### src/rpfs_pkg.sv
package rpfs_pkg;

	// ----------------------------------------------------------------
	// Status register field positions
	// ----------------------------------------------------------------
	localparam int STAT_W       = 8;
	localparam int REUSE_BIT    = 6;
	localparam int TX_FULL_BIT  = 5;
	localparam int TX_EMPTY_BIT = 4;
	localparam int RSV_MSB      = 3;
	localparam int RSV_LSB      = 2;
	localparam int RX_FULL_BIT  = 1;
	localparam int RX_EMPTY_BIT = 0;

	// ----------------------------------------------------------------
	// Reset values
	// ----------------------------------------------------------------
	localparam logic       REUSE_RST    = 1'h0;
	localparam logic       TX_FULL_RST  = 1'h0;
	localparam logic       TX_EMPTY_RST = 1'h1;
	localparam logic [1:0] RSV_RST      = 2'h0;
	localparam logic       RX_FULL_RST  = 1'h0;
	localparam logic       RX_EMPTY_RST = 1'h1;

	// ----------------------------------------------------------------
	// Sizes
	// ----------------------------------------------------------------
	localparam logic [1:0] TX_DEPTH    = 2'h3;
	localparam logic [1:0] RX_DEPTH    = 2'h3;
	localparam logic [5:0] PLD_MAX     = 6'h20;
	localparam logic [2:0] PIPES       = 3'h6;
	localparam int         STAGE_W     = 9;
	localparam int         STAGE_DEPTH = 16;

	// ----------------------------------------------------------------
	// Timing: least chip-enable hold for a reuse retransmit
	// ----------------------------------------------------------------
	localparam int         CLK_MHZ    = 100;
	localparam int         CE_MIN_US  = 10;
	localparam int         CE_MIN_CYC = CE_MIN_US * CLK_MHZ;
	localparam int         CE_CNT_W   = 10;

	// ----------------------------------------------------------------
	// Host commands and load states
	// ----------------------------------------------------------------
	typedef enum logic [3:0] {
		RPFS_CMD_NOP,
		RPFS_CMD_WR_TX,
		RPFS_CMD_RD_RX,
		RPFS_CMD_FLUSH_TX,
		RPFS_CMD_FLUSH_RX,
		RPFS_CMD_REUSE_TX,
		RPFS_CMD_WR_ACK,
		RPFS_CMD_WR_STATUS
	} rpfs_cmd_t;

	typedef enum logic {
		RPFS_IDLE,
		RPFS_LOAD
	} rpfs_state_t;

endpackage

### src/rpfs_stage_if.sv
`timescale 1ns/10ps
// Carrier between the core and its staging buffer
interface rpfs_stage_if #(
	parameter int WIDTH = 9
);
	logic             in_valid;  // Fill side offers a word
	logic             in_ready;  // Buffer has room
	logic [WIDTH-1:0] in_data;   // Word being filled
	logic             out_valid; // Buffer holds a word
	logic             out_ready; // Drain side takes it
	logic [WIDTH-1:0] out_data;  // Oldest word
	logic             flush;     // Drop all contents

	modport buf_side (
		input  in_valid, in_data, out_ready, flush,
		output in_ready, out_valid, out_data
	);
	modport user_side (
		output in_valid, in_data, out_ready, flush,
		input  in_ready, out_valid, out_data
	);
endinterface

### src/rpfs_core.sv
`timescale 1ns/10ps
module rpfs_core (
	input  wire logic              core_clk,                 // Radio core clock
	input  wire logic              rst,                      // Synchronous reset
	input  wire logic              primary_transmitter_role, // Transmitter role selected
	input  wire logic              chip_enable,              // Radio chip enable from host
	input  wire logic              host_cmd_valid,           // Command strobe
	input  wire rpfs_pkg::rpfs_cmd_t host_cmd,               // Command code
	input  wire logic [2:0]        ack_pipe_number,          // Pipe for ack payload
	input  wire logic [7:0]        host_cmd_wdata,           // Status write value
	input  wire logic              host_data_valid,          // Payload byte offered
	input  wire logic [7:0]        host_data,                // Payload byte
	input  wire logic              host_data_last,           // Last byte of payload
	output logic                   host_data_ready,          // Payload byte taken
	output logic [7:0]             status,                   // Occupancy status
	output logic                   link_tx_valid,            // Transmit byte ready
	output logic [7:0]             link_tx_data,             // Transmit byte
	output logic                   link_tx_last,             // Last transmit byte
	input  wire logic              link_tx_ready,            // Link takes a byte
	input  wire logic              link_tx_done,             // Payload sent and acked
	output logic                   link_reuse,               // Reuse mode active
	output logic                   link_retransmit,          // Send last payload again
	input  wire logic              link_rx_push,             // Payload received
	input  wire logic              link_ack_req,             // Ack due on a pipe
	input  wire logic [2:0]        link_ack_pipe,            // Pipe of that ack
	output logic                   link_ack_attach,          // Loaded payload attached
	output logic [2:0]             link_ack_attach_pipe      // Pipe it was attached to
);

	// ----------------------------------------------------------------
	// Staging buffer between host bytes and the link
	// ----------------------------------------------------------------
	rpfs_stage_if #(.WIDTH(rpfs_pkg::STAGE_W)) stg ();

	rpfs_stage_fifo #(
		.WIDTH (rpfs_pkg::STAGE_W),
		.DEPTH (rpfs_pkg::STAGE_DEPTH)
	) u_stage (
		.core_clk (core_clk),
		.rst      (rst),
		.stg      (stg.buf_side)
	);

	// ----------------------------------------------------------------
	// State
	// ----------------------------------------------------------------
	rpfs_pkg::rpfs_state_t  state, next_state;               // Payload load phase
	logic [1:0]             tx_cnt, next_tx_cnt;             // Transmit entries held
	logic [1:0]             rx_cnt, next_rx_cnt;             // Receive entries held
	logic [5:0]             byte_cnt, next_byte_cnt;         // Bytes of current load
	logic                   reuse, next_reuse;               // Reuse mode
	logic [rpfs_pkg::CE_CNT_W-1:0] ce_cnt, next_ce_cnt;      // Chip-enable hold time
	logic                   retx, next_retx;                 // Retransmit pulse
	logic [5:0]             ack_loaded, next_ack_loaded;     // Ack payload per pipe
	logic                   attach, next_attach;             // Attach pulse
	logic [2:0]             attach_pipe, next_attach_pipe;   // Attach pipe number
	logic [1:0]             rsv, next_rsv;                   // Reserved status field
	logic                   tx_full, next_tx_full;           // Registered flags
	logic                   tx_empty, next_tx_empty;
	logic                   rx_full, next_rx_full;
	logic                   rx_empty, next_rx_empty;

	// ----------------------------------------------------------------
	// Decoded strobes
	// ----------------------------------------------------------------
	logic cmd_wr_tx;    // Start of a payload load
	logic cmd_flush_tx; // Drop every transmit entry
	logic cmd_flush_rx; // Drop every receive entry
	logic cmd_rd_rx;    // Host takes a receive entry
	logic capped;       // Load already reached its byte limit
	logic byte_take;    // Host byte accepted
	logic commit;       // Last byte closes an entry
	logic tx_pop;       // Link retires an entry
	logic rx_push;      // Link stores an entry
	logic rx_pop;       // Host retires an entry

	assign cmd_wr_tx    = host_cmd_valid && (host_cmd == rpfs_pkg::RPFS_CMD_WR_TX);
	assign cmd_flush_tx = host_cmd_valid && (host_cmd == rpfs_pkg::RPFS_CMD_FLUSH_TX);
	assign cmd_flush_rx = host_cmd_valid && (host_cmd == rpfs_pkg::RPFS_CMD_FLUSH_RX);
	assign cmd_rd_rx    = host_cmd_valid && (host_cmd == rpfs_pkg::RPFS_CMD_RD_RX);
	assign capped       = (byte_cnt == rpfs_pkg::PLD_MAX);

	// ----------------------------------------------------------------
	// Host byte path into the staging buffer
	// ----------------------------------------------------------------
	// entry byte limit
	// Bytes past the limit are swallowed until the host's last byte,
	// so an overlong load still closes as one 32-byte entry.
	assign stg.in_valid = host_data_valid && (state == rpfs_pkg::RPFS_LOAD) && !capped;
	assign stg.in_data  = {host_data_last || (byte_cnt == rpfs_pkg::PLD_MAX - 6'h01),
		host_data};
	assign stg.flush    = cmd_flush_tx;

	// Back-pressure from the buffer reaches the host
	assign host_data_ready = (state == rpfs_pkg::RPFS_LOAD) && (capped || stg.in_ready);
	assign byte_take       = host_data_valid && host_data_ready;
	assign commit          = byte_take && host_data_last;

	// ----------------------------------------------------------------
	// Link side of the staging buffer
	// ----------------------------------------------------------------
	assign link_tx_valid = stg.out_valid;
	assign link_tx_data  = stg.out_data[7:0];
	assign link_tx_last  = stg.out_data[8];
	assign stg.out_ready = link_tx_ready;

	// A reused payload stays in place; the link keeps its own copy
	assign tx_pop  = link_tx_done && !reuse && (tx_cnt != 2'h0);
	assign rx_push = link_rx_push && (rx_cnt != rpfs_pkg::RX_DEPTH);
	assign rx_pop  = cmd_rd_rx && (rx_cnt != 2'h0);

	// ----------------------------------------------------------------
	// Load sequence and occupancy counts
	// ----------------------------------------------------------------
	always_comb begin
		next_state    = state;
		next_byte_cnt = byte_cnt;
		next_tx_cnt   = tx_cnt;
		next_rx_cnt   = rx_cnt;
		case (state)
			// Waiting for a load command
			rpfs_pkg::RPFS_IDLE: begin
				// refuse a load when all three entries are used
				if (cmd_wr_tx && (tx_cnt != rpfs_pkg::TX_DEPTH)) begin
					next_state    = rpfs_pkg::RPFS_LOAD;
					next_byte_cnt = 6'h00;
				end
			end
			// Taking bytes of one payload
			rpfs_pkg::RPFS_LOAD: begin
				if (byte_take && !capped) begin
					next_byte_cnt = byte_cnt + 6'h01;
				end
				if (commit) begin
					next_state = rpfs_pkg::RPFS_IDLE;
				end
			end
			default: begin
				next_state = rpfs_pkg::RPFS_IDLE;
			end
		endcase
		// entry counted at its last byte
		if (commit && !tx_pop) begin
			next_tx_cnt = tx_cnt + 2'h1;
		end else if (tx_pop && !commit) begin
			next_tx_cnt = tx_cnt - 2'h1;
		end
		// Flush ends any load in progress too
		if (cmd_flush_tx) begin
			next_state  = rpfs_pkg::RPFS_IDLE;
			next_tx_cnt = 2'h0;
		end
		if (cmd_flush_rx) begin
			next_rx_cnt = 2'h0;
		end else if (rx_push && !rx_pop) begin
			next_rx_cnt = rx_cnt + 2'h1;
		end else if (rx_pop && !rx_push) begin
			next_rx_cnt = rx_cnt - 2'h1;
		end
	end

	// ----------------------------------------------------------------
	// Reuse mode and retransmit timing
	// ----------------------------------------------------------------
	always_comb begin
		next_reuse  = reuse;
		next_ce_cnt = ce_cnt;
		next_retx   = 1'b0;
		// reuse only taken in the transmitter role
		if (host_cmd_valid && (host_cmd == rpfs_pkg::RPFS_CMD_REUSE_TX)
			&& primary_transmitter_role) begin
			next_reuse = 1'b1;
		end
		// payload write or flush ends reuse
		if (cmd_wr_tx || cmd_flush_tx) begin
			next_reuse = 1'b0;
		end
		// chip enable must stay high 10us
		// One retransmit per chip-enable pulse; the count saturates so a
		// long pulse never fires twice.
		if (!(reuse && primary_transmitter_role && chip_enable)) begin
			next_ce_cnt = '0;
		end else if (ce_cnt != rpfs_pkg::CE_CNT_W'(rpfs_pkg::CE_MIN_CYC)) begin
			next_ce_cnt = ce_cnt + 1'b1;
			if (ce_cnt == rpfs_pkg::CE_CNT_W'(rpfs_pkg::CE_MIN_CYC - 1)) begin
				next_retx = 1'b1;
			end
		end
	end

	// ----------------------------------------------------------------
	// Acknowledgement payloads per pipe
	// ----------------------------------------------------------------
	always_comb begin
		next_ack_loaded  = ack_loaded;
		next_attach      = 1'b0;
		next_attach_pipe = attach_pipe;
		// consume the loaded payload on its own pipe
		if (link_ack_req && (link_ack_pipe < rpfs_pkg::PIPES)
			&& ack_loaded[link_ack_pipe]) begin
			next_ack_loaded[link_ack_pipe] = 1'b0;
			next_attach                    = 1'b1;
			next_attach_pipe               = link_ack_pipe;
		end
		// load by command naming the pipe; set wins
		if (host_cmd_valid && (host_cmd == rpfs_pkg::RPFS_CMD_WR_ACK)
			&& (ack_pipe_number < rpfs_pkg::PIPES)) begin
			next_ack_loaded[ack_pipe_number] = 1'b1;
		end
	end

	// ----------------------------------------------------------------
	// Status flags and writable field
	// ----------------------------------------------------------------
	always_comb begin
		next_rsv = rsv;
		// host keeps this field at zero; stored as written
		if (host_cmd_valid && (host_cmd == rpfs_pkg::RPFS_CMD_WR_STATUS)) begin
			next_rsv = host_cmd_wdata[rpfs_pkg::RSV_MSB:rpfs_pkg::RSV_LSB];
		end
		// full when no free transmit location
		next_tx_full  = (next_tx_cnt == rpfs_pkg::TX_DEPTH);
		next_tx_empty = (next_tx_cnt == 2'h0);
		// full when every receive location used
		next_rx_full  = (next_rx_cnt == rpfs_pkg::RX_DEPTH);
		next_rx_empty = (next_rx_cnt == 2'h0);
	end

	// Status byte assembled from registered fields only
	always_comb begin
		status                          = 8'h00;
		status[rpfs_pkg::REUSE_BIT]     = reuse;
		status[rpfs_pkg::TX_FULL_BIT]   = tx_full;
		status[rpfs_pkg::TX_EMPTY_BIT]  = tx_empty;
		status[rpfs_pkg::RSV_MSB:rpfs_pkg::RSV_LSB] = rsv;
		status[rpfs_pkg::RX_FULL_BIT]   = rx_full;
		status[rpfs_pkg::RX_EMPTY_BIT]  = rx_empty;
	end

	assign link_reuse           = reuse;
	assign link_retransmit      = retx;
	assign link_ack_attach      = attach;
	assign link_ack_attach_pipe = attach_pipe;

	// ----------------------------------------------------------------
	// Registers
	// ----------------------------------------------------------------
	always_ff @(posedge core_clk) begin
		if (rst) begin
			state       <= rpfs_pkg::RPFS_IDLE;
			byte_cnt    <= 6'h00;
			tx_cnt      <= 2'h0;
			rx_cnt      <= 2'h0;
			reuse       <= rpfs_pkg::REUSE_RST;
			ce_cnt      <= '0;
			retx        <= 1'b0;
			ack_loaded  <= 6'h00;
			attach      <= 1'b0;
			attach_pipe <= 3'h0;
			rsv         <= rpfs_pkg::RSV_RST;
			tx_full     <= rpfs_pkg::TX_FULL_RST;
			tx_empty    <= rpfs_pkg::TX_EMPTY_RST;
			rx_full     <= rpfs_pkg::RX_FULL_RST;
			rx_empty    <= rpfs_pkg::RX_EMPTY_RST;
		end else begin
			state       <= next_state;
			byte_cnt    <= next_byte_cnt;
			tx_cnt      <= next_tx_cnt;
			rx_cnt      <= next_rx_cnt;
			reuse       <= next_reuse;
			ce_cnt      <= next_ce_cnt;
			retx        <= next_retx;
			ack_loaded  <= next_ack_loaded;
			attach      <= next_attach;
			attach_pipe <= next_attach_pipe;
			rsv         <= next_rsv;
			tx_full     <= next_tx_full;
			tx_empty    <= next_tx_empty;
			rx_full     <= next_rx_full;
			rx_empty    <= next_rx_empty;
		end
	end

endmodule

### src/rpfs_stage_fifo.sv
`timescale 1ns/10ps
// Staging buffer, first in first out
module rpfs_stage_fifo #(
	parameter int WIDTH = 9,
	parameter int DEPTH = 16
) (
	input wire logic        core_clk,
	input wire logic        rst,
	rpfs_stage_if.buf_side  stg
);
	localparam int AW = $clog2(DEPTH);

	logic [WIDTH-1:0] mem [DEPTH];            // Word storage
	logic [AW-1:0]    wr_ptr, next_wr_ptr;    // Write position
	logic [AW-1:0]    rd_ptr, next_rd_ptr;    // Read position
	logic [AW:0]      count, next_count;      // Words held
	logic             push;                   // Word taken in
	logic             pop;                    // Word handed out

	// Honest flags straight from the count
	assign stg.in_ready  = (count != (AW+1)'(DEPTH));
	assign stg.out_valid = (count != '0);
	assign stg.out_data  = mem[rd_ptr];
	assign push          = stg.in_valid & stg.in_ready;
	assign pop           = stg.out_valid & stg.out_ready;

	// ----------------------------------------------------------------
	// Pointer and count update
	// ----------------------------------------------------------------
	always_comb begin
		next_wr_ptr = wr_ptr;
		next_rd_ptr = rd_ptr;
		next_count  = count;
		if (stg.flush) begin
			// Flush wins over any transfer this cycle
			next_wr_ptr = '0;
			next_rd_ptr = '0;
			next_count  = '0;
		end else begin
			if (push) begin
				next_wr_ptr = (wr_ptr == AW'(DEPTH-1)) ? '0 : wr_ptr + 1'b1;
			end
			if (pop) begin
				next_rd_ptr = (rd_ptr == AW'(DEPTH-1)) ? '0 : rd_ptr + 1'b1;
			end
			if (push && !pop) begin
				next_count = count + 1'b1;
			end else if (pop && !push) begin
				next_count = count - 1'b1;
			end
		end
	end

	// Registers; storage needs no reset
	always_ff @(posedge core_clk) begin
		if (push && !stg.flush) begin
			mem[wr_ptr] <= stg.in_data;
		end
		if (rst) begin
			wr_ptr <= '0;
			rd_ptr <= '0;
			count  <= '0;
		end else begin
			wr_ptr <= next_wr_ptr;
			rd_ptr <= next_rd_ptr;
			count  <= next_count;
		end
	end

endmodule

### config.mk
export PLATFORM = sky130hd
export DESIGN_NAME = rpfs_core
export DESIGN_NICKNAME = d
export VERILOG_FILES = /design/src/rpfs_pkg.sv /design/src/rpfs_stage_if.sv /design/src/rpfs_core.sv /design/src/rpfs_stage_fifo.sv
export SDC_FILE = /design/constraint.sdc
export NUM_CORES = 1
export LEC_CHECK = 0
export BUFFER_PORTS_ARGS = -buffer_cell sky130_fd_sc_hd__buf_2
export CAP_MARGIN = 0
export CORE_MARGIN = 3
export CORE_UTILIZATION = 60
export CTS_CLUSTER_DIAMETER = 40
export CTS_CLUSTER_SIZE = 20
export DETAILED_ROUTE_END_ITERATION = 16
export PLACE_DENSITY = 0.77
export SLEW_MARGIN = 40
export SYNTH_ARGS = -nofsm -noshare
export SYNTH_HDL_FRONTEND = slang
export SYNTH_SLANG_ARGS = --single-unit
### constraint.sdc
create_clock -name core_clk -period 7.1 [get_ports core_clk]
set_clock_uncertainty 0.1 [all_clocks]
set_input_delay 0.71 -clock core_clk [delete_from_list [all_inputs] [get_ports core_clk]]
set_output_delay 0.71 -clock core_clk [all_outputs]
set_load 0.01 [all_outputs]
# After elaboration in Yosys (flattened, before gate mapping)
# Memories as Yosys holds them, arrays and structs flattened. A register that Yosys moved wholly into a read port is not among the register bits.
# Index checks and enable logic that the tools add are counted.
[classes] add_sub_neg=10 n_lt_le_gt_ge=6 eq_ne=20 mux=30 bitwise_logic=8 n_reduce_logical=56
[ops] operator="logical AND 1 bit" n=33
[ops] operator="two-way mux 6 bit" n=4
[ops] operator="== test 4 x 3 -> 1 bit (second input constant)" n=4
[ops] operator="two-way mux 4 bit" n=4
[ops] operator="two-way mux 2 bit" n=6
[ops] operator="case mux 6 bit (2 select lines)" n=1
[ops] operator="adder 10 x 1 -> 10 bit (second input constant)" n=1
[ops] operator="== test 10 bit (second input constant)" n=1
[ops] operator="two-way mux 5 bit" n=2
[ops] operator="!= test 10 bit (second input constant)" n=1
[ops] operator="logical NOT 1 bit" n=9
[ops] operator="two-way mux 1 bit" n=9
[ops] operator="adder 4 x 1 -> 4 bit (second input constant)" n=2
[ops] operator="== test 4 x 2 -> 1 bit (second input constant)" n=2
[ops] operator="== test 4 bit (second input constant)" n=2
[ops] operator="less-than comparator 3 x 4 -> 1 bit (second input constant)" n=2
[ops] operator="adder 6 x 1 -> 6 bit (second input constant)" n=1
[ops] operator="AND 6 bit" n=1
[ops] operator="demux 1 bit (select 3 bit)" n=2
[ops] operator="== test 6 x 5 -> 1 bit (second input constant)" n=1
[ops] operator="== test 6 bit (second input constant)" n=1
[ops] operator=">= comparator 3 x 1 -> 1 bit (second input constant)" n=2
[ops] operator="less-than comparator 3 bit (second input constant)" n=2
[ops] operator="!= test 2 bit (second input constant)" n=3
[ops] operator="other kinds (21)" n=34
[totals] regBits=52 mem_bits_rw=144 inputBits=37 wordCells=149 memories=1
[memory_table] name="u_stage.mem" depth=16 width=9 rd=1 rd_clocked_by_memory_dff=1 wr=1 line="rpfs_stage_fifo.sv:13" rtl="logic [WIDTH-1:0] mem [DEPTH];"

# Longest topological paths before layout
[logic_depth] depth_word=11 depth_mapped=14

# Modules after synthesis
# Synthesis repeated with hierarchy kept, for this count alone.
[hier_totals] cells_unflattened=583 hier_area_um2=8597.0
[modules_own_cells] mod="rpfs_stage_fifo" n_inst=1 cells_per_inst=336 area_each_um2=6472.5 seq_area_each_um2=4664.5
[modules_own_cells] mod="rpfs_core" n_inst=1 cells_per_inst=247 area_each_um2=2124.5 seq_area_each_um2=780.7

# Worst setup path before layout
# No wires, ideal clock.
[synth_timing] kind="flip-flop to flip-flop" from="reg byte_cnt[0]" to="reg u_stage.count[4]" setup_time_ns=0.070 arrival_ns=2.865 required_ns=6.930 setup_slack_ns=4.064 path_stages_with_launch=15 path_buffers=0 synth_period_minus_slack_ns=3.036 path_cell_list="dfxtp_1 -> inv_1 -> ha_1 -> nor4b_2 -> a21oi_1 -> nand2_1 -> inv_1 -> ha_1 -> inv_1 -> fa_1 -> a21o_1 -> a21oi_1 -> xnor2_1 -> or3_1 -> a21oi_1"
[synth_between] elab_chain_cells=7 word_cells_on_any_way=9 cone_classes="eq/ne (1); mux (1); bitwise (1); reduce/logical (6)"
[synth_rtl] item="start: declaration" line="rpfs_core.sv:50" rtl="logic [5:0] byte_cnt, next_byte_cnt;"
[synth_rtl] item="start signal: assignment" line="rpfs_core.sv:267" rtl="byte_cnt <= next_byte_cnt;"
[synth_rtl] item="== test 6 bit (*)" line="rpfs_core.sv:81" rtl="assign capped = (byte_cnt == rpfs_pkg::PLD_MAX);"
[synth_rtl] item="logical NOT 1 bit (*)" line="rpfs_core.sv:89" rtl="assign stg.in_valid = host_data_valid && (state == rpfs_pkg::RPFS_LOAD) && !capped;"
[synth_rtl] item="logical AND 1 bit (*)" line="rpfs_core.sv:89"
[synth_rtl] item="AND 1 bit (*)" line="rpfs_stage_fifo.sv:24" rtl="assign push = stg.in_valid & stg.in_ready;"
[synth_rtl] item="named net u_stage.push" line="rpfs_stage_fifo.sv:17" rtl="logic push;"
[synth_rtl] item="logical NOT 1 bit" line="rpfs_stage_fifo.sv:48" rtl="end else if (pop && !push) begin"
[synth_rtl] item="logical AND 1 bit" line="rpfs_stage_fifo.sv:48"
[synth_rtl] item="nonzero test 2 bit (no line)"
[synth_rtl] item="end signal: assignment" line="rpfs_stage_fifo.sv:66" rtl="count <= next_count;"
[synth_rtl] item="end: declaration" line="rpfs_stage_fifo.sv:16" rtl="logic [AW:0] count, next_count;"
# The timed path passes the listed nets; every way through them passes the cells marked *.
# A chain may end at the register's enable or synchronous reset.

# Worst setup path in the final report
# Same ends and word-level chain as after synthesis.

==> results.md <==
- Status: finished clean
- Clock Latency Late Sink: 0.43 ns
- EDFF count, synth: 144
- Total number of vias: 4770
- Post-Syn Area: 8320 sq um
- CTS Sinks: 200
- Post-Syn Instances: 549
- Die footprint: 15300 sq um
- DR WL/cell: 20.8 um
- CTS buffer count: 17
- Drt pass-1 iters: 4
- Slew HR: 51.0%
- Clock transition at the registers of the reported paths: 0.07 ns
- Setup violations, final: 0
- Grt total ovfl: 0
- Largest family of logic cells by synthesized area: multiplexers
- Die H: 124 um
- Nets: 663
- Area Growth Syn to Fin: 12.3%
- Layout cells sized above 1: 26.2%
- IO Pins: 62
- Synth Area in Compound Gates: 4.78%
- Longest Clk Path Bufs: 2
- Multi-input gate area: 2710 sq um
- First-pass GRT wire length: 25700 um
- Max cap viols: 0
- Critical Path Source Type: flip-flop
- Post-Synth Simple-Gate Area: 9.21%
- CTS tree: built
- R2r setup slk: 3.55 ns
- Ant. Diodes: 0
- Synthesized net count: 604
- Syn Area/Cell: 15.2 sq um
- Async S/R FF share, synth: 0%
- Top cells by count, synth: 144 x edfxtp_1, 56 x dfxtp_1, 48 x nor2_1
- Post-synthesis mux area share: 13.5%
- DP HPWL: 10200 um
- Worst vdd ir: 0.209 mV
- Area contributors post-synth: edfxtp_1 52%, dfxtp_1 13%, mux4_2 12%
- Antenna viol nets, final: 0
- Min Tclk post-route: 3.55 ns
- Power density cells: 295 nW/um^2
- Period utilization: 50.1%
- RSZ-0062 raised after global routing: no
- Cts repair resizes: 0
- Port Buffer Count: 54
- Core region area: 13400 sq um
- CP max FO: 7
- Routed wire length: 16600 um
- Die W: 124 um
- Flops & latches, synth: 200
- Crit. End Element: flip-flop
- H-tree levels: 4
- Most frequent cell after synthesis: edfxtp_1
- Fin. Hold Viols: 0
- Avg Vias per Cell: 5.98
- Fin. max-slew vios: 0
- Synth warn: 0
- GRT Total Usage: 23.2%
- Cts hold-fix bufs: 0
- # DRC: 0
- Sequential cell area: 5450 sq um
- Root Buffer Master: clkbuf_16
- Yosys top cell by area: edfxtp_1
- Critical Path Max Stage Delay: 0.41 ns
- Fmax: 0.281 GHz
- Count of cell types in the netlist: 58
- P_leak: 3.14 nW
- Antenna violations before repair: 0
- Critical path class: reg2reg
- WP buf/inv: 3
- CP Data Arrival Time: 3.81 ns
- Fill count: 894
- CP max stage cell: a21oi_1
- Critical R2R Launch: byte_cnt[0]
- Starting Density: 62.1%
- CP startpoint: byte_cnt[0]
- Worst path cell trace: inv_1, ha_1, nor4b_2, a21oi_1, nand2_1, inv_1, ha_1, inv_1, fa_1, a21o_1, a21oi_1, xnor2_1, or3_1, a21oi_1
- # rows: 42
- Worst hold slack: 0.354 ns
- Starting DRT DRC Count: 426
- Worst path required time: 7.36 ns
- Ys flop type: edfxtp_1
- Global placer's final weighted congestion: 0.817
- Crit-path leading delay family: compound AO/OA/AOI/OAI gates
- Setup total negative slack: 0 ns
- Number of global-route vias before repair: 4675
- Setup bufs post-CTS: 0
- Placed cells: 765
- Worst-margin pin slew: 0.734 ns
- Adder-Cell Fraction of Synth Area: 2.80%
- Worst Hold Class: reg2reg
- Final Non-Filler Cells: 797
- Top cell type's share of synthesized area: 51.9%
- Hold_sp: link_ack_attach_pipe[2]
- Largest net degree at the start of global routing: 37
- Sequential fraction of the synthesis area: 65.4%
- Post-Synth XOR/XNOR Area: 2.00%
[where the power goes]
part | total, mW | leakage, nW | internal (mW) | switching [mW]
registers | 1.31 | 1.75 | 1.28 | 0.0312
clock network | 0.908 | 0.257 | 0.484 | 0.424
logic | 0.543 | 1.14 | 0.275 | 0.268
total | 2.76 | 3.14 | 2.04 | 0.724
[routing by layer]
metal	part of all wire, %	GRT usage (%)	vias to the layer above
met3	5.2	4.13	25
li1	-	-	2212
met1	41	30.7	2385
met5	0	0	-
met4	2.4	9.62	0
met2	52	38.4	148
[cell type report]
| cell class | count | share of cell area, % |
|---|---|---|
| inverters | 17 | 0.682 |
| well taps | 176 | 2.35 |
| clock buffers | 17 | 4.55 |
| flip-flops and latches | 200 | 58.2 |
| multi-input cells | 307 | 29.0 |
| repair buffers | 65 | 3.77 |
| clock inverters | 15 | 1.38 |
[worst register-to-register path, delay by kind of cell, from the launching register on]
family	cells	cell delay (ns)
AO/OA/AOI/OAI	4	0.92
adder cells (fa/ha/maj)	3	0.85
AND/OR/NAND/NOR	3	0.71
buffers and inverters	3	0.44
flip-flops	1	0.37
XOR/XNOR	1	0.10
[layout by cell type, fill, tap and decap left out, drive strengths merged, types with 3 or more instances in the layout]
| master | Yosys | final |
|---|---|---|
| edfxtp | 144 | 144 |
| buf | 15 | 65 |
| dfxtp | 56 | 56 |
| nor2 | 48 | 48 |
| mux4 | 46 | 46 |
| nand2 | 36 | 36 |
| a21oi | 24 | 24 |
| inv | 17 | 20 |
| ha | 17 | 17 |
| clkbuf | 10 | 17 |
| nand3 | 14 | 14 |
| o21ai | 14 | 14 |
| xnor2 | 10 | 10 |
| nor3 | 10 | 10 |
| mux2i | 9 | 9 |
| xor2 | 9 | 9 |
| nand2b | 7 | 7 |
| nor3b | 6 | 6 |
| clkinvlp | 0 | 6 |
| nand4 | 5 | 5 |
| clkinv | 0 | 5 |
| nor4 | 4 | 4 |
| or4 | 4 | 4 |
| nor2b | 3 | 3 |
| o211a | 3 | 3 |
| and3 | 3 | 3 |
| or3 | 3 | 3 |
[registers in the layout, summed over array words and instances, names as in the netlist, 3 cells and up, named ones only]
signal                flops
ce_cnt                   10
link_ack_attach_pipe      3
u_stage.wr_ptr            4
byte_cnt                  6
ack_loaded                6
u_stage.rd_ptr            4
u_stage.mem             144
u_stage.count             5
[path summary, 6_finish.rpt]
kind,to,depth (start not counted)
min reg2reg,link_ack_attach_pipe[2],2
min,link_ack_attach_pipe[2],2
max reg2reg,u_stage.count[4],14
max,u_stage.count[4],14
[metrics by stage]
step	utilization, %	cell area (sq um)	setup slack [ns]	power, mW
global placement	65.5	8780	3.66	1.87
detailed placement	65.6	8800	3.56	1.88
floorplan	-	8320	4.06	1.76
global route	69.8	9350	3.24	2.88
CTS	69.8	9350	3.56	2.79
finish	69.8	9350	3.55	2.76
[cell families (layout without fill, tap and decap cells)]
kind of cell / count (synthesis) / after routing
flops: 200 / 200
simple gates: 153 / 153
compound gates: 61 / 61
mux: 55 / 55
buf+inv: 42 / 114
xor+xnor: 19 / 19
fa+ha+maj: 18 / 18
other cells: 1 / 1
Note: power is estimated with default switching activity, not from simulation.
